<file path="src/rtl/sbr_defs.svh">
// status byte reporting: bit positions, reset values and timing constants
// Contract
// - three separate eight-bit status bytes kept
// - power-on clears masks or restores stored ones
// - poll bits 0-2 show sweep, modulation, panel
// - only mask-enabled bits feed the summaries
// - poll bits 3,5 summarize generator, standard
// - poll bit 4 shows reply queue nonempty
// - poll bit 7 shows command queue empty
// - unmasked poll bit setting raises request
// - one request per rising bit only
// - standard bit 2 latches reply overflow
// - standard bit 4 latches execution error
// - standard bit 5 latches command error
// - standard bits 6,7 latch key, power-on
// - standard bits stick until read or clear
// - generator bits 0,1 latch trigger events
// - generator bit 2 follows external clock lock
// - generator bit 4 sets after warm-up, stays
// - generator bits 3,5,6,7 latch faults
// - latched generator bits stick until read/clear
// - whole read clears byte, bit read clears bit
// - reading poll byte never changes it
`ifndef SBR_DEFS_SVH
`define SBR_DEFS_SVH

// ============================================================
// serial poll byte bits
`define SBR_SP_SWEEP_IDLE 0
`define SBR_SP_MOD_ON     1
`define SBR_SP_PANEL_SRQ  2
`define SBR_SP_GEN_SUM    3
`define SBR_SP_REPLY_RDY  4
`define SBR_SP_STD_SUM    5
`define SBR_SP_RQS        6
`define SBR_SP_CMD_EMPTY  7

// ============================================================
// standard event byte bits
`define SBR_STD_QUERY_ERR 2
`define SBR_STD_EXEC_ERR  4
`define SBR_STD_CMD_ERR   5
`define SBR_STD_KEY       6
`define SBR_STD_PON       7

// ============================================================
// generator event byte bits
`define SBR_GEN_TRIG      0
`define SBR_GEN_TRIG_ERR  1
`define SBR_GEN_EXT_CLK   2
`define SBR_GEN_CLK_ERR   3
`define SBR_GEN_WARM      4
`define SBR_GEN_TEST_ERR  5
`define SBR_GEN_CAL_ERR   6
`define SBR_GEN_MEM_ERR   7

// ============================================================
// reset values and timing
`define SBR_BYTE_RST      8'h00
`define SBR_ALL_BITS      8'hFF
`define SBR_CLK_HZ        25000000
`define SBR_WARMUP_S      120
`define SBR_WARMUP_CYC    (64'(`SBR_WARMUP_S) * 64'(`SBR_CLK_HZ))

`endif

</file>
<file path="src/rtl/sbr_pkg.sv">
// status byte reporting: shared types
package sbr_pkg;

    // ============================================================
    // query and mask-write targets, power-up states
    typedef enum logic [2:0] {
        SBR_SEL_SPOLL    = 3'h0,
        SBR_SEL_STD      = 3'h1,
        SBR_SEL_GEN      = 3'h2,
        SBR_SEL_SP_MASK  = 3'h3,
        SBR_SEL_STD_MASK = 3'h4,
        SBR_SEL_GEN_MASK = 3'h5,
        SBR_SEL_PSC      = 3'h6
    } sbr_sel_e;

    typedef enum logic [1:0] {
        SBR_MASK_SP  = 2'h0,
        SBR_MASK_STD = 2'h1,
        SBR_MASK_GEN = 2'h2
    } sbr_mask_e;

    typedef enum logic [1:0] {
        SBR_ST_INIT = 2'b01,
        SBR_ST_RUN  = 2'b10
    } sbr_state_e;

    // ============================================================
    // request and event carriers
    typedef struct packed {
        logic       stb;
        sbr_sel_e   sel;
        logic       by_bit;
        logic [2:0] idx;
    } sbr_query_s;

    typedef struct packed {
        logic       stb;
        sbr_mask_e  which;
        logic [7:0] value;
    } sbr_mask_wr_s;

    typedef struct packed {
        logic reply_overflow;
        logic exec_err;
        logic cmd_err;
        logic key_press;
    } sbr_std_ev_s;

    typedef struct packed {
        logic triggered;
        logic trig_rate_err;
        logic clk_fault;
        logic test_fail;
        logic cal_fail;
        logic mem_corrupt;
    } sbr_gen_ev_s;

endpackage

</file>
<file path="src/rtl/sbr_status.sv">
// status byte reporting: three status bytes, masks and service request
`timescale 1ns/1ns
`include "sbr_defs.svh"

module sbr_status
    import sbr_pkg::*;
#(
    parameter logic [31:0] WARMUP_CYC = 32'(`SBR_WARMUP_CYC)
) (
    input  wire logic         clk_sys_i,
    input  wire logic         reset_i,

    input  wire sbr_query_s   query_i,
    input  wire sbr_mask_wr_s mask_wr_i,
    input  wire logic         psc_wr_i,
    input  wire logic         psc_val_i,
    input  wire logic         clear_status_i,
    input  wire logic         serial_poll_done_i,

    input  wire sbr_std_ev_s  std_ev_i,
    input  wire sbr_gen_ev_s  gen_ev_i,

    input  wire logic         sweep_idle_i,
    input  wire logic         mod_enabled_i,
    input  wire logic         panel_service_request_i,
    input  wire logic         out_queue_nonempty_i,
    input  wire logic         cmd_queue_empty_i,
    input  wire logic         ext_clk_locked_i,

    input  wire logic         nv_psc_i,
    input  wire logic [7:0]   nv_sp_mask_i,
    input  wire logic [7:0]   nv_std_mask_i,
    input  wire logic [7:0]   nv_gen_mask_i,

    output logic              reply_valid_o,
    output logic [7:0]        reply_data_o,
    output logic              srq_o,
    output logic [7:0]        sp_mask_o,
    output logic [7:0]        std_mask_o,
    output logic [7:0]        gen_mask_o,
    output logic              psc_o,
    output logic              init_done_o
);

    // ============================================================
    // clear decode, shared by both clearable bytes
    function automatic logic [7:0] sbr_clr_mask(
        input logic       by_bit,
        input logic [2:0] idx
    );
        sbr_clr_mask = by_bit ? (8'h01 << idx) : `SBR_ALL_BITS;
    endfunction

    // ============================================================
    // declarations
    sbr_state_e  state_r;
    logic [7:0]  sp_mask_r;
    logic [7:0]  std_mask_r;
    logic [7:0]  gen_mask_r;
    logic        psc_r;
    logic [7:0]  std_r;
    logic [7:0]  gen_r;
    logic        warm_r;
    logic [31:0] warm_cnt_r;
    logic        ext_meta_r;
    logic        ext_sync_r;
    logic        rqs_r;
    logic [7:0]  sp_prev_r;
    logic        reply_valid_r;
    logic [7:0]  reply_data_r;

    logic [7:0]  sp_val;
    logic [7:0]  sp_unm;
    logic        sp_rise;
    logic [7:0]  std_set;
    logic [7:0]  gen_set;
    logic [7:0]  std_clr;
    logic [7:0]  gen_clr;
    logic [7:0]  read_byte;
    logic        rd_std;
    logic        rd_gen;
    logic        pon;

    // ============================================================
    // power-up sequencing
    // the stored setting is caught one edge after release, never by the reset itself
    always_ff @(posedge clk_sys_i or posedge reset_i) begin
        if (reset_i) begin
            state_r <= SBR_ST_INIT;
        end else begin
            case (state_r)
                SBR_ST_INIT: state_r <= SBR_ST_RUN;
                SBR_ST_RUN:  state_r <= SBR_ST_RUN;
                default:     state_r <= SBR_ST_INIT;
            endcase
        end
    end

    assign pon = (state_r == SBR_ST_INIT);

    // ============================================================
    // power-on-clear setting
    always_ff @(posedge clk_sys_i or posedge reset_i) begin
        if (reset_i) begin
            psc_r <= 1'b0;
        end else if (pon) begin
            psc_r <= nv_psc_i;
        end else if (psc_wr_i) begin
            psc_r <= psc_val_i;
        end
    end

    // ============================================================
    // enable masks
    always_ff @(posedge clk_sys_i or posedge reset_i) begin
        if (reset_i) begin
            sp_mask_r  <= `SBR_BYTE_RST;
            std_mask_r <= `SBR_BYTE_RST;
            gen_mask_r <= `SBR_BYTE_RST;
        end else if (pon) begin
            // cleared masks when the setting asks, otherwise restored ones
            sp_mask_r  <= nv_psc_i ? `SBR_BYTE_RST : nv_sp_mask_i;
            std_mask_r <= nv_psc_i ? `SBR_BYTE_RST : nv_std_mask_i;
            gen_mask_r <= nv_psc_i ? `SBR_BYTE_RST : nv_gen_mask_i;
        end else if (mask_wr_i.stb) begin
            case (mask_wr_i.which)
                SBR_MASK_SP:  sp_mask_r  <= mask_wr_i.value;
                SBR_MASK_STD: std_mask_r <= mask_wr_i.value;
                SBR_MASK_GEN: gen_mask_r <= mask_wr_i.value;
                default:      sp_mask_r  <= sp_mask_r;
            endcase
        end
    end

    // ============================================================
    // external clock lock comes from a pin: two-stage synchroniser
    always_ff @(posedge clk_sys_i or posedge reset_i) begin
        if (reset_i) begin
            ext_meta_r <= 1'b0;
            ext_sync_r <= 1'b0;
        end else begin
            ext_meta_r <= ext_clk_locked_i;
            ext_sync_r <= ext_meta_r;
        end
    end

    // ============================================================
    // warm-up timer
    always_ff @(posedge clk_sys_i or posedge reset_i) begin
        if (reset_i) begin
            warm_cnt_r <= 32'h0000_0000;
            warm_r     <= 1'b0;
        end else if (!warm_r) begin
            warm_cnt_r <= warm_cnt_r + 32'h0000_0001;
            if (warm_cnt_r >= WARMUP_CYC - 32'h0000_0001) begin
                warm_r <= 1'b1;
            end
        end
    end

    // ============================================================
    // read-side clears
    assign rd_std  = query_i.stb && (query_i.sel == SBR_SEL_STD);
    assign rd_gen  = query_i.stb && (query_i.sel == SBR_SEL_GEN);

    assign std_clr = clear_status_i ? `SBR_ALL_BITS
                   : (rd_std ? sbr_clr_mask(query_i.by_bit, query_i.idx) : `SBR_BYTE_RST);
    assign gen_clr = clear_status_i ? `SBR_ALL_BITS
                   : (rd_gen ? sbr_clr_mask(query_i.by_bit, query_i.idx) : `SBR_BYTE_RST);

    // ============================================================
    // event set vectors, sampled as single-cycle pulses
    always_comb begin
        std_set                     = `SBR_BYTE_RST;
        std_set[`SBR_STD_QUERY_ERR] = std_ev_i.reply_overflow;
        std_set[`SBR_STD_EXEC_ERR]  = std_ev_i.exec_err;
        std_set[`SBR_STD_CMD_ERR]   = std_ev_i.cmd_err;
        std_set[`SBR_STD_KEY]       = std_ev_i.key_press;
        std_set[`SBR_STD_PON]       = pon;
    end

    always_comb begin
        gen_set                    = `SBR_BYTE_RST;
        gen_set[`SBR_GEN_TRIG]     = gen_ev_i.triggered;
        gen_set[`SBR_GEN_TRIG_ERR] = gen_ev_i.trig_rate_err;
        gen_set[`SBR_GEN_CLK_ERR]  = gen_ev_i.clk_fault;
        gen_set[`SBR_GEN_TEST_ERR] = gen_ev_i.test_fail;
        gen_set[`SBR_GEN_CAL_ERR]  = gen_ev_i.cal_fail;
        gen_set[`SBR_GEN_MEM_ERR]  = gen_ev_i.mem_corrupt;
    end

    // ============================================================
    // standard event byte
    always_ff @(posedge clk_sys_i or posedge reset_i) begin
        if (reset_i) begin
            std_r <= `SBR_BYTE_RST;
        end else begin
            // set beats a clear landing in the same cycle
            std_r <= (std_r & ~std_clr) | std_set;
        end
    end

    // ============================================================
    // generator event byte, per-bit behaviour
    genvar gi;
    generate
        for (gi = 0; gi < 8; gi++) begin : g_gen
            if (gi == `SBR_GEN_EXT_CLK) begin : g_lvl
                assign gen_r[gi] = ext_sync_r;
            end else if (gi == `SBR_GEN_WARM) begin : g_warm
                // sticky by nature: reads and clear-status leave it alone
                assign gen_r[gi] = warm_r;
            end else begin : g_latch
                logic bit_r;
                always_ff @(posedge clk_sys_i or posedge reset_i) begin
                    if (reset_i) begin
                        bit_r <= 1'b0;
                    end else begin
                        bit_r <= (bit_r & ~gen_clr[gi]) | gen_set[gi];
                    end
                end
                assign gen_r[gi] = bit_r;
            end
        end
    endgenerate

    // ============================================================
    // serial poll byte, a pure summary
    always_comb begin
        sp_val                    = `SBR_BYTE_RST;
        sp_val[`SBR_SP_SWEEP_IDLE] = sweep_idle_i;
        sp_val[`SBR_SP_MOD_ON]     = mod_enabled_i;
        sp_val[`SBR_SP_PANEL_SRQ]  = panel_service_request_i;
        sp_val[`SBR_SP_GEN_SUM]    = |(gen_r & gen_mask_r);
        sp_val[`SBR_SP_REPLY_RDY]  = out_queue_nonempty_i;
        sp_val[`SBR_SP_STD_SUM]    = |(std_r & std_mask_r);
        sp_val[`SBR_SP_RQS]        = rqs_r;
        sp_val[`SBR_SP_CMD_EMPTY]  = cmd_queue_empty_i;
    end

    // the request bit cannot request itself
    always_comb begin
        sp_unm              = sp_val & sp_mask_r;
        sp_unm[`SBR_SP_RQS] = 1'b0;
    end

    assign sp_rise = |(sp_unm & ~sp_prev_r);

    // ============================================================
    // service request edge detection
    always_ff @(posedge clk_sys_i or posedge reset_i) begin
        if (reset_i) begin
            sp_prev_r <= `SBR_BYTE_RST;
        end else begin
            sp_prev_r <= sp_unm;
        end
    end

    always_ff @(posedge clk_sys_i or posedge reset_i) begin
        if (reset_i) begin
            rqs_r <= 1'b0;
        end else if (sp_rise) begin
            rqs_r <= 1'b1;
        end else if (serial_poll_done_i || clear_status_i) begin
            rqs_r <= 1'b0;
        end
    end

    // ============================================================
    // query answers, taken from the value before any clear
    always_comb begin
        case (query_i.sel)
            SBR_SEL_SPOLL:    read_byte = sp_val;
            SBR_SEL_STD:      read_byte = std_r;
            SBR_SEL_GEN:      read_byte = gen_r;
            SBR_SEL_SP_MASK:  read_byte = sp_mask_r;
            SBR_SEL_STD_MASK: read_byte = std_mask_r;
            SBR_SEL_GEN_MASK: read_byte = gen_mask_r;
            SBR_SEL_PSC:      read_byte = {7'h00, psc_r};
            default:          read_byte = `SBR_BYTE_RST;
        endcase
    end

    always_ff @(posedge clk_sys_i or posedge reset_i) begin
        if (reset_i) begin
            reply_valid_r <= 1'b0;
            reply_data_r  <= `SBR_BYTE_RST;
        end else begin
            reply_valid_r <= query_i.stb;
            if (query_i.stb) begin
                reply_data_r <= query_i.by_bit ? {7'h00, read_byte[query_i.idx]} : read_byte;
            end
        end
    end

    // ============================================================
    // outputs
    assign reply_valid_o = reply_valid_r;
    assign reply_data_o  = reply_data_r;
    assign srq_o         = rqs_r;
    assign sp_mask_o     = sp_mask_r;
    assign std_mask_o    = std_mask_r;
    assign gen_mask_o    = gen_mask_r;
    assign psc_o         = psc_r;
    assign init_done_o   = (state_r == SBR_ST_RUN);

endmodule

</file>
<file path="config.mk">
export PLATFORM = sky130hd
export DESIGN_NAME = sbr_status
export DESIGN_NICKNAME = d
export VERILOG_FILES = /design/src/rtl/sbr_pkg.sv /design/src/rtl/sbr_status.sv
export VERILOG_INCLUDE_DIRS = /design/src /design/src/rtl
export SDC_FILE = /design/constraint.sdc
export NUM_CORES = 1
export LEC_CHECK = 0
export ABC_CLOCK_PERIOD_IN_PS = 4850
export BUFFER_PORTS_ARGS = -buffer_cell sky130_fd_sc_hd__buf_2
export CORE_ASPECT_RATIO = 1.5
export CORE_MARGIN = 5
export CORE_UTILIZATION = 59
export CTS_CLUSTER_SIZE = 12
export DETAILED_ROUTE_END_ITERATION = 10
export HOLD_SLACK_MARGIN = 0.12
export PLACE_DENSITY = 0.93
export SYNTH_ARGS = -nofsm -noshare
export SYNTH_HDL_FRONTEND = slang
export SYNTH_SLANG_ARGS = --single-unit
</file>
<file path="constraint.sdc">
create_clock -name clk_sys_i -period 4.85 [get_ports clk_sys_i]
set_clock_uncertainty 0.2 [all_clocks]
set_input_delay 0 -clock clk_sys_i [delete_from_list [all_inputs] [get_ports clk_sys_i]]
set_output_delay 0 -clock clk_sys_i [all_outputs]
set_load 0.02 [all_outputs]
</file>
* Word level (Yosys, flattened, before mapping) *
Cells that the tools add are included.

word-level totals
  logic and storage cells = 106
  flip-flop bits (word level) = 93
  output and inout bits = 36

cells by class
  muxes and demuxes = 28
  shifts and indexed selects = 1
  equal/unequal tests = 10
  magnitude comparators = 2
  add/sub/neg operators = 1
  bitwise operators = 26
  reductions and logical operators = 18

operator list
  operator                                              count
  2-to-1 mux 8 bit                                      18
  case mux 8 bit (7 select lines)                       1
  bitwise AND 8 bit                                     5
  adder 32 x 1 -> 32 bit (second input constant)        1
  >= comparator 32 bit (second input constant)          1
  OR reduction 8 bit                                    3
  NOT 8 bit                                             2
  nonzero test 2 bit                                    6
  equality test 3 bit (second input constant)           3
  bitwise OR 8 bit                                      1
  << shifter 1 x 3 -> 8 bit (first input constant)      1
  2-to-1 mux 1 bit                                      7
  bitwise AND 1 bit                                     6
  equality test 3 x 2 -> 1 bit (second input constant)  2
  NOT 1 bit                                             6
  bitwise OR 1 bit                                      6
  AND reduction 2 bit                                   3
  equality test 2 x 1 -> 1 bit (second input constant)  2
  equality test 2 bit (second input constant)           2
  < comparator 3 x 4 -> 1 bit (second input constant)   1
  binary-select mux 1 bit (select 3 bit)                1
  equality test 3 x 1 -> 1 bit (second input constant)  1
  logical NOT 3 bit                                     1
  logical AND 1 bit                                     2
  4 further kinds                                       4

* Depth between registers and ports, before layout *
Gate-level depths: netlist of the first run.

  depth after elaboration = 7
  depth in mapped cells = 8
  depth with buffers taken out = 7

* Least setup slack after synthesis of the first run *
No wires, ideal clock.

  path kind = register -> register
  start point = register sp_mask_r[4] (netlist: sp_mask_o[4])
  end point = register reply_data_r[0] (netlist: reply_data_o[0])
  arrival = 1667 ps
  path slack = 2841 ps
  stages on the path, launching flop included = 7
  setup time = 142 ps
  clock period less this slack = 2009 ps
  path through = dfrtp_1 > mux4_2 > and2_4 > a221oi_2 > o221ai_2 > o311ai_1 > a31oi_1

between the ends
  cells in the longest elaborated chain, start to end = 4

ends and longest elaborated chain
  element                                 RTL line           text
  from (decl)                             sbr_status.sv:57   logic [7:0] sp_mask_r;
  from (signal assigned)                  sbr_status.sv:117  sp_mask_r <= `SBR_BYTE_RST;
  from (signal assigned)                  sbr_status.sv:122  sp_mask_r <= nv_psc_i ? `SBR_BYTE_RST : nv_sp_mask_i;
  from (signal assigned)                  sbr_status.sv:127  SBR_MASK_SP: sp_mask_r <= mask_wr_i.value;
  case mux 8 bit (7 select lines)         sbr_status.sv:272  case (query_i.sel)
  binary-select mux 1 bit (select 3 bit)  sbr_status.sv:291  reply_data_r <= query_i.by_bit ? {7'h00, read_byte[query_i.idx]} : read_byte;
  2-to-1 mux 1 bit (implied by the code)  sbr_status.sv:291
  2-to-1 mux 8 bit                        sbr_status.sv:291
  to (signal assigned)                    sbr_status.sv:287  reply_data_r <= `SBR_BYTE_RST;
  to (signal assigned)                    sbr_status.sv:291
  to (decl)                               sbr_status.sv:70   logic [7:0] reply_data_r;

No other way between the ends. The select of a mux whose other input is x is not followed.
A chain may end at the register's enable or synchronous reset.

* Worst setup path in the final report of the first run *
  start point = register state_r[0]
  end point = register gen_mask_r[2] (netlist: gen_mask_o[2])

between the ends
  cells in the longest elaborated chain, start to end = 3

ends and longest elaborated chain
  element                         RTL line           text
  from (decl)                     sbr_status.sv:56   sbr_state_e state_r;
  from (signal assigned)          sbr_status.sv:89   state_r <= SBR_ST_INIT;
  from (signal assigned)          sbr_status.sv:92   SBR_ST_INIT: state_r <= SBR_ST_RUN;
  from (signal assigned)          sbr_status.sv:93   SBR_ST_RUN: state_r <= SBR_ST_RUN;
  equality test 2 x 1 -> 1 bit *  sbr_status.sv:99   assign pon = (state_r == SBR_ST_INIT);
  nonzero test 2 bit (no line)    n/a
  AND reduction 2 bit (no line)   n/a
  to (signal assigned)            sbr_status.sv:119  gen_mask_r <= `SBR_BYTE_RST;
  to (signal assigned)            sbr_status.sv:124  gen_mask_r <= nv_psc_i ? `SBR_BYTE_RST : nv_gen_mask_i;
  to (signal assigned)            sbr_status.sv:129  SBR_MASK_GEN: gen_mask_r <= mask_wr_i.value;
  to (decl)                       sbr_status.sv:59   logic [7:0] gen_mask_r;

Every way passes the cells marked *; elsewhere a longest branch is shown, timed or not.

==> run metrics, run 1 <==
R2R setup slack 1.91 ns; GP Congestion 1.00; commonest cells after routing, fill and taps aside buf_2 (101), dfrtp_1 (92), dlygate4sd3_1 (91); CTS tree done; post-DR wirelength/cell roughly 22 um; Num CTS Buffers 9; Final Slew Violations 0; Die Y 118 um; busiest grt layer met2; CTS Sinks 93; Most used DFF post-synth dfrtp_1; r2r startpoint state_r[0]; RSZ-0062 raised after global routing false; share of cells above drive strength 1 a little over a fifth; Seq/Total Area, Yosys between 50% and 60%; CP Launch Point state_r[0]; post-synth net total around 530; final setup vio count 0; Finished Core Util ~84%; Yosys reg bits 93; H-tree Lvls 3; Layout area overhead 39.2%; Setup WS post-layout 1.91 ns; final hold violations 0; fmax roughly 0.34 GHz; number of antenna violations at the first check in global routing 0; PwrDens around 330 nW/um2; Worst setup SP type flop; CTS Buffer Depth 2; DRT antenna net count 0; Synth Instances 465; Routed WL approximately 16 mm; num rows 39; clk_lat worst skew ~0.35 ns; filler instances roughly 400; post-cts sizing count 0; DRT Pass-1 Iters 5; HPWL Detailed about 9.8 mm; GRT Total Usage 36.7%; post-layout min period a little under 3 ns; Slew @ Worst Pin between 1 and 1.5 ns; gr ovfl total 0; M1 GR Usage approximately two fifths; crit end category flop; FFs w/ async S/R, synth 100%; met2 GRT Util between 50% and 60%; CP required a little under 5 ns; Distinct cells, synth 57; clock root cell clkbuf_16; post-CTS setup buffers 0; Hold/Removal Path Class input pin to asynchronous set/reset pin; YS warnings 0; largest net degree at the start of global routing between 50 and 60; end point of the critical path gen_mask_o[2]; I/O Pins about 100; EDFF count, synth 0; Die ar. between 9000 and 10000 um2; Nets just over 700; vias in the first global route between 5000 and 6000; status finished clean; cells on worst reg2reg path 6; drt initial violations 659; Post-DP Area roughly 5200 um2; clock-pin slew on the worst setup and hold paths around 0.06 ns; Final Cycle Share a little over 60%; commonest non-fill, non-tap cell in the layout buf_2; Crit Path Max Fanout 25; PortBufs 101; sum of negative setup slack 0 ns; Initial Util roughly three fifths; DRC viols 0; Worst slew margin about an eighth; met3 usage 12.0%; routed vias ~4800; chip width between 80 and 90 um; Cell Area, Synth roughly 4600 um2; Max VDD drop 0.344 mV; fin area between 6000 and 7000 um2; Leak Pwr 2.98 nW; Vias/cell 6.30; Max Cap Viol 0; DP Worst Slack roughly 2.6 ns; CP Data Arrival Time 2.97 ns; Reg2Reg Capture Point gen_mask_o[2]; Syn Area/Cell between 9 and 10 um2; core area 7610 um2; Setup Crit Path Kind flop to flop; global-route wire length before repair roughly 27 mm; hold bufs inserted after CTS 91
==> synthesized netlist by cell type, types with 9 or more instances <==
cell       n  area (um2)
dfrtp_1   92        2300
clkbuf_1  13        48.8
a21oi_1   31         155
inv_1     24        90.1
xnor2_1   20         175
mux2i_1   10         100
nor2b_1   11        68.8
nor2_1    23        86.3
nand4_1   10        62.6
a22oi_1    9        67.6
o21ai_0   31         155
a31o_1    11        96.3
xor2_1    11        96.3
nand2_1   66         248
==> logic make-up (layout without fill, tap and decap cells) <==
family / after synthesis / count (layout) / synth area share, %
xor gates and xnor gates: 31 / 31 / 5.89
and+or+nand+nor: 158 / 158 / 18.1
DFF: 93 / 93 / 50.5
other: 0 / 1 / 0
adders and majority gates: 3 / 3 / 0.814
muxes: 16 / 16 / 4.13
AOI/OAI and AO/OA: 121 / 121 / 16.6
buffers and inverters: 43 / 233 / 3.99
==> stage by stage <==
step	hold WS (ns)	total power, mW	instances
6_report	0.0931	2.10	758
3_3_place_gp	-0.0867	1.20	651
4_1_cts	0.120	2.06	757
3_5_place_dp	-0.0761	1.21	651
5_1_grt	0.163	2.17	757
2_1_floorplan	-0.169	1.07	465
==> how the worst min path moves through the flow <==
| stage | from | endpoint | slack (ns) |
|---|---|---|---|
| 6_report | reset_i | warm_cnt_r[8] | 0.09 |
| 5_1_grt | ext_meta_r | ext_sync_r | 0.16 |
| 4_1_cts | reset_i | warm_cnt_r[8] | 0.12 |
| 3_5_place_dp | ext_clk_locked_i | ext_meta_r | -0.08 |
| 3_3_place_gp | reset_i | warm_cnt_r[7] | -0.09 |
| 2_1_floorplan | ext_clk_locked_i | ext_meta_r | -0.17 |
==> flip-flops by register name, summed over array words and instances, names as in the netlist <==
| name | flops |
|---|---|
| ext_sync_r | 1 |
| gen_mask_o | 8 |
| reply_data_o | 8 |
| reply_valid_o | 1 |
| warm_r | 1 |
| std_r | 8 |
| ext_meta_r | 1 |
| g_gen.g_latch.bit_r | 6 |
| sp_prev_r | 7 |
| psc_o | 1 |
| state_r | 2 |
| sp_mask_o | 8 |
| warm_cnt_r | 32 |
| std_mask_o | 8 |
| srq_o | 1 |
==> power breakdown <==
group	switching [mW]	internal [mW]
clock network	0.309	0.502
registers	0.0791	0.832
logic	0.220	0.162
total	0.609	1.50
==> worst max-delay path, cell delays in order (launching register included) <==
cell and delay (ns):
dfstp_2 0.53, ha_1 0.53, nor2b_1 0.26, buf_4 0.30, a21oi_1 0.14, dlygate4sd3_1 0.59
o21ai_0 0.27
==> cell type report <==
cell class	count	area (um2)	share of cell area, %
diodes	1	2.50	0.0390
clock buffers	9	225	3.51
clock inverters	6	111	1.74
inverters	24	91.3	1.42
multi-input cells	329	2100	32.7
flip-flops and latches	93	2330	36.3
well taps	102	128	1.99
repair buffers	194	1430	22.3
==> per-layer routing <==
layer  wire, um  share of wire (%)
met2       8120                 49
met1       5400                 33
met3       1410                8.6
met4       1480                9.0
met5          0                  0
Power figures use the tool's default switching activity.
==> inputs of run 2 (changes only) <==
ABC_CLOCK_PERIOD_IN_PS = 2500   (was 4850)
CORE_UTILIZATION = 49   (was 59)
PLACE_DENSITY = 0.83   (was 0.93)
clock period = 2.5 ns   (was 4.85 ns; I/O delays follow)
==> run metrics, run 2 (same netlist as run 1, synthesis figures left out) <==
fmax roughly 0.41 GHz; CP most frequent cell dlygate4sd3_1; CP required ~2.5 ns; commonest non-fill, non-tap cell in the layout buf_2; share of cells above drive strength 1 a little over a fifth; Layout area overhead 42.1%; r2r startpoint state_r[0]; routed vias ~4600; Slew @ Worst Pin 0.673 ns; Crit Path Max Fanout 21; Die Y 129 um; Vias/cell just under 6; CP Data Arrival Time about 2.5 ns; final hold violations 0; commonest cells after routing, fill and taps aside buf_2 (101), dlygate4sd3_1 (97), dfrtp_1 (92); DRT Pass-1 Iters 5; Final Slew Violations 0; core area 9250 um2; Top Family by Delay on Critical Path buffers and inverters; post-DR wirelength/cell roughly 21 um; H-tree Lvls 3; HPWL Detailed between 10 and 15 mm; crit end category flop; Initial Util roughly half; final setup vio count 0; R2R setup slack roughly 0.084 ns; largest reg by FF count warm_cnt_r; DRT antenna net count 0; number of antenna violations at the first check in global routing 1; RSZ-0062 raised after global routing false; CTS Sinks just over 90; CTS tree done; Max VDD drop 0.419 mV; Nets 734; Hold Startpoint ext_meta_r; Final Cycle Share a little under 100%; post-CTS setup buffers 0; Leak Pwr 3.03 nW; vias in the first global route around 5000; CTS Buffer Depth 2; GRT Total Usage between 20% and 30%; crit-path max cell delay ~0.56 ns; worst path bufs/invs 3; num rows 43; clock root cell clkbuf_16; storage element area between 2000 and 2500 um2; Worst setup SP type input pin; GP Congestion between 0.9 and 1; gr ovfl total 0; DRC viols 0; global-route wire length before repair approximately 26 mm; post-layout min period roughly 2.4 ns; I/O Pins about 100; max reg flops 32; worst path cell trace dlygate4sd3_1, buf_2, nand2b_1, nor3b_2, nand2_1, a31o_1, dlygate4sd3_1; Num CTS Buffers 9; Routed WL about 16 mm; clock-pin slew on the worst setup and hold paths 0.06 ns; number of cells on the worst hold path 0; status finished clean; Max Cap Viol 0; Die ar. 11500 um2; chip width 89.2 um; sum of negative setup slack 0 ns; Multi-input gate area ~2100 um2; Final Power a little under 4 mW; drt initial violations 392; cells on worst reg2reg path 6; Setup Crit Path Kind input pin to flop; filler instances around 640; Hold/Removal Path Class flop to flop; largest net degree at the start of global routing 39; PortBufs approximately 100; PwrDens 602 nW/um2; clk_lat worst skew about 0.35 ns; Worst slew margin a little under three fifths; Reg2Reg Capture Point sp_mask_o[5]; Max stage delay cell, worst path dlygate4sd3_1; Hold Path End ext_sync_r
==> run 2: changes by cell type in the layout (fill, tap and decap cells not counted), sizes merged <==
cell,before,now
bufinv,3,2
diode,1,2
dlygate4sd3,91,97
clkbuf,9,11
clkinv,2,0
inv,24,23
buf,103,111
==> run 2: area by class of cell <==
cell class | count | area share [%]
clock inverter | 2 | 0.917
clock buffer | 11 | 3.71
tap | 112 | 2.14
sequential | 93 | 35.6
inverter | 24 | 1.43
multi-input combinational | 329 | 32.1
timing repair buffer | 208 | 24.1
antenna | 2 | 0.0764
==> run 2: how the worst max path moves through the flow <==
stage / from / end / slack (ns) / cells past startpoint
floorplan: sp_mask_o[4] / reply_data_o[0] / 0.49 / 6
detailed placement: warm_r / reply_data_o[0] / 0.32 / 6
global route: query_i[5] / g_gen[0].g_latch.bit_r / 0.04 / 7
CTS: state_r[0] / psc_o / 0.06 / 6
global placement: warm_r / reply_data_o[0] / 0.37 / 6
finish: query_i[5] / g_gen[6].g_latch.bit_r / 0.08 / 7
==> run 2: routing by layer <==
layer,vias to the layer above,routed length [um],GRT usage (%)
li1,2046,-,-
met1,2245,5490,32.1
met3,83,1160,6.21
met5,-,0,0
met2,272,8670,52.4
met4,0,1160,17.6
==> run 2: repair_timing <==
item,CTS,global route
hold buffers,98,0
endpoints found under the hold margin,148,0
endpoints found under the setup margin,0,2
gates resized for setup,0,2
==> run 2: metrics by stage <==
stage                     instance area [um2]  setup slack, ns  utilization (%)  std cells  hold WS, ns
final                                    6550           0.0843             70.8        781        0.201
after global routing                     6550           0.0358             70.7        780        0.204
after CTS                                6550           0.0579             70.8        780        0.148
after detailed placement                 5270            0.323             56.9        669      -0.0898
after global placement                   5270            0.370             56.9        669      -0.0887
after floorplan                          4610            0.491                -        465       -0.169
==> run 2: power by group <==
group          internal [mW]  total, mW  switching (mW)
Clock                  0.887       1.44           0.553
Sequential              1.61       1.74           0.123
Combinational          0.329      0.765           0.436
Total                   2.83       3.94            1.11
==> run 2: worst register-to-register path, cell delays in order, from the launching register on <==
cell           delay [ns]
dfstp_2              0.53
ha_1                 0.18
nor2b_1              0.18
buf_4                0.26
a21oi_1              0.16
dlygate4sd3_1        0.61
o21ai_1              0.21
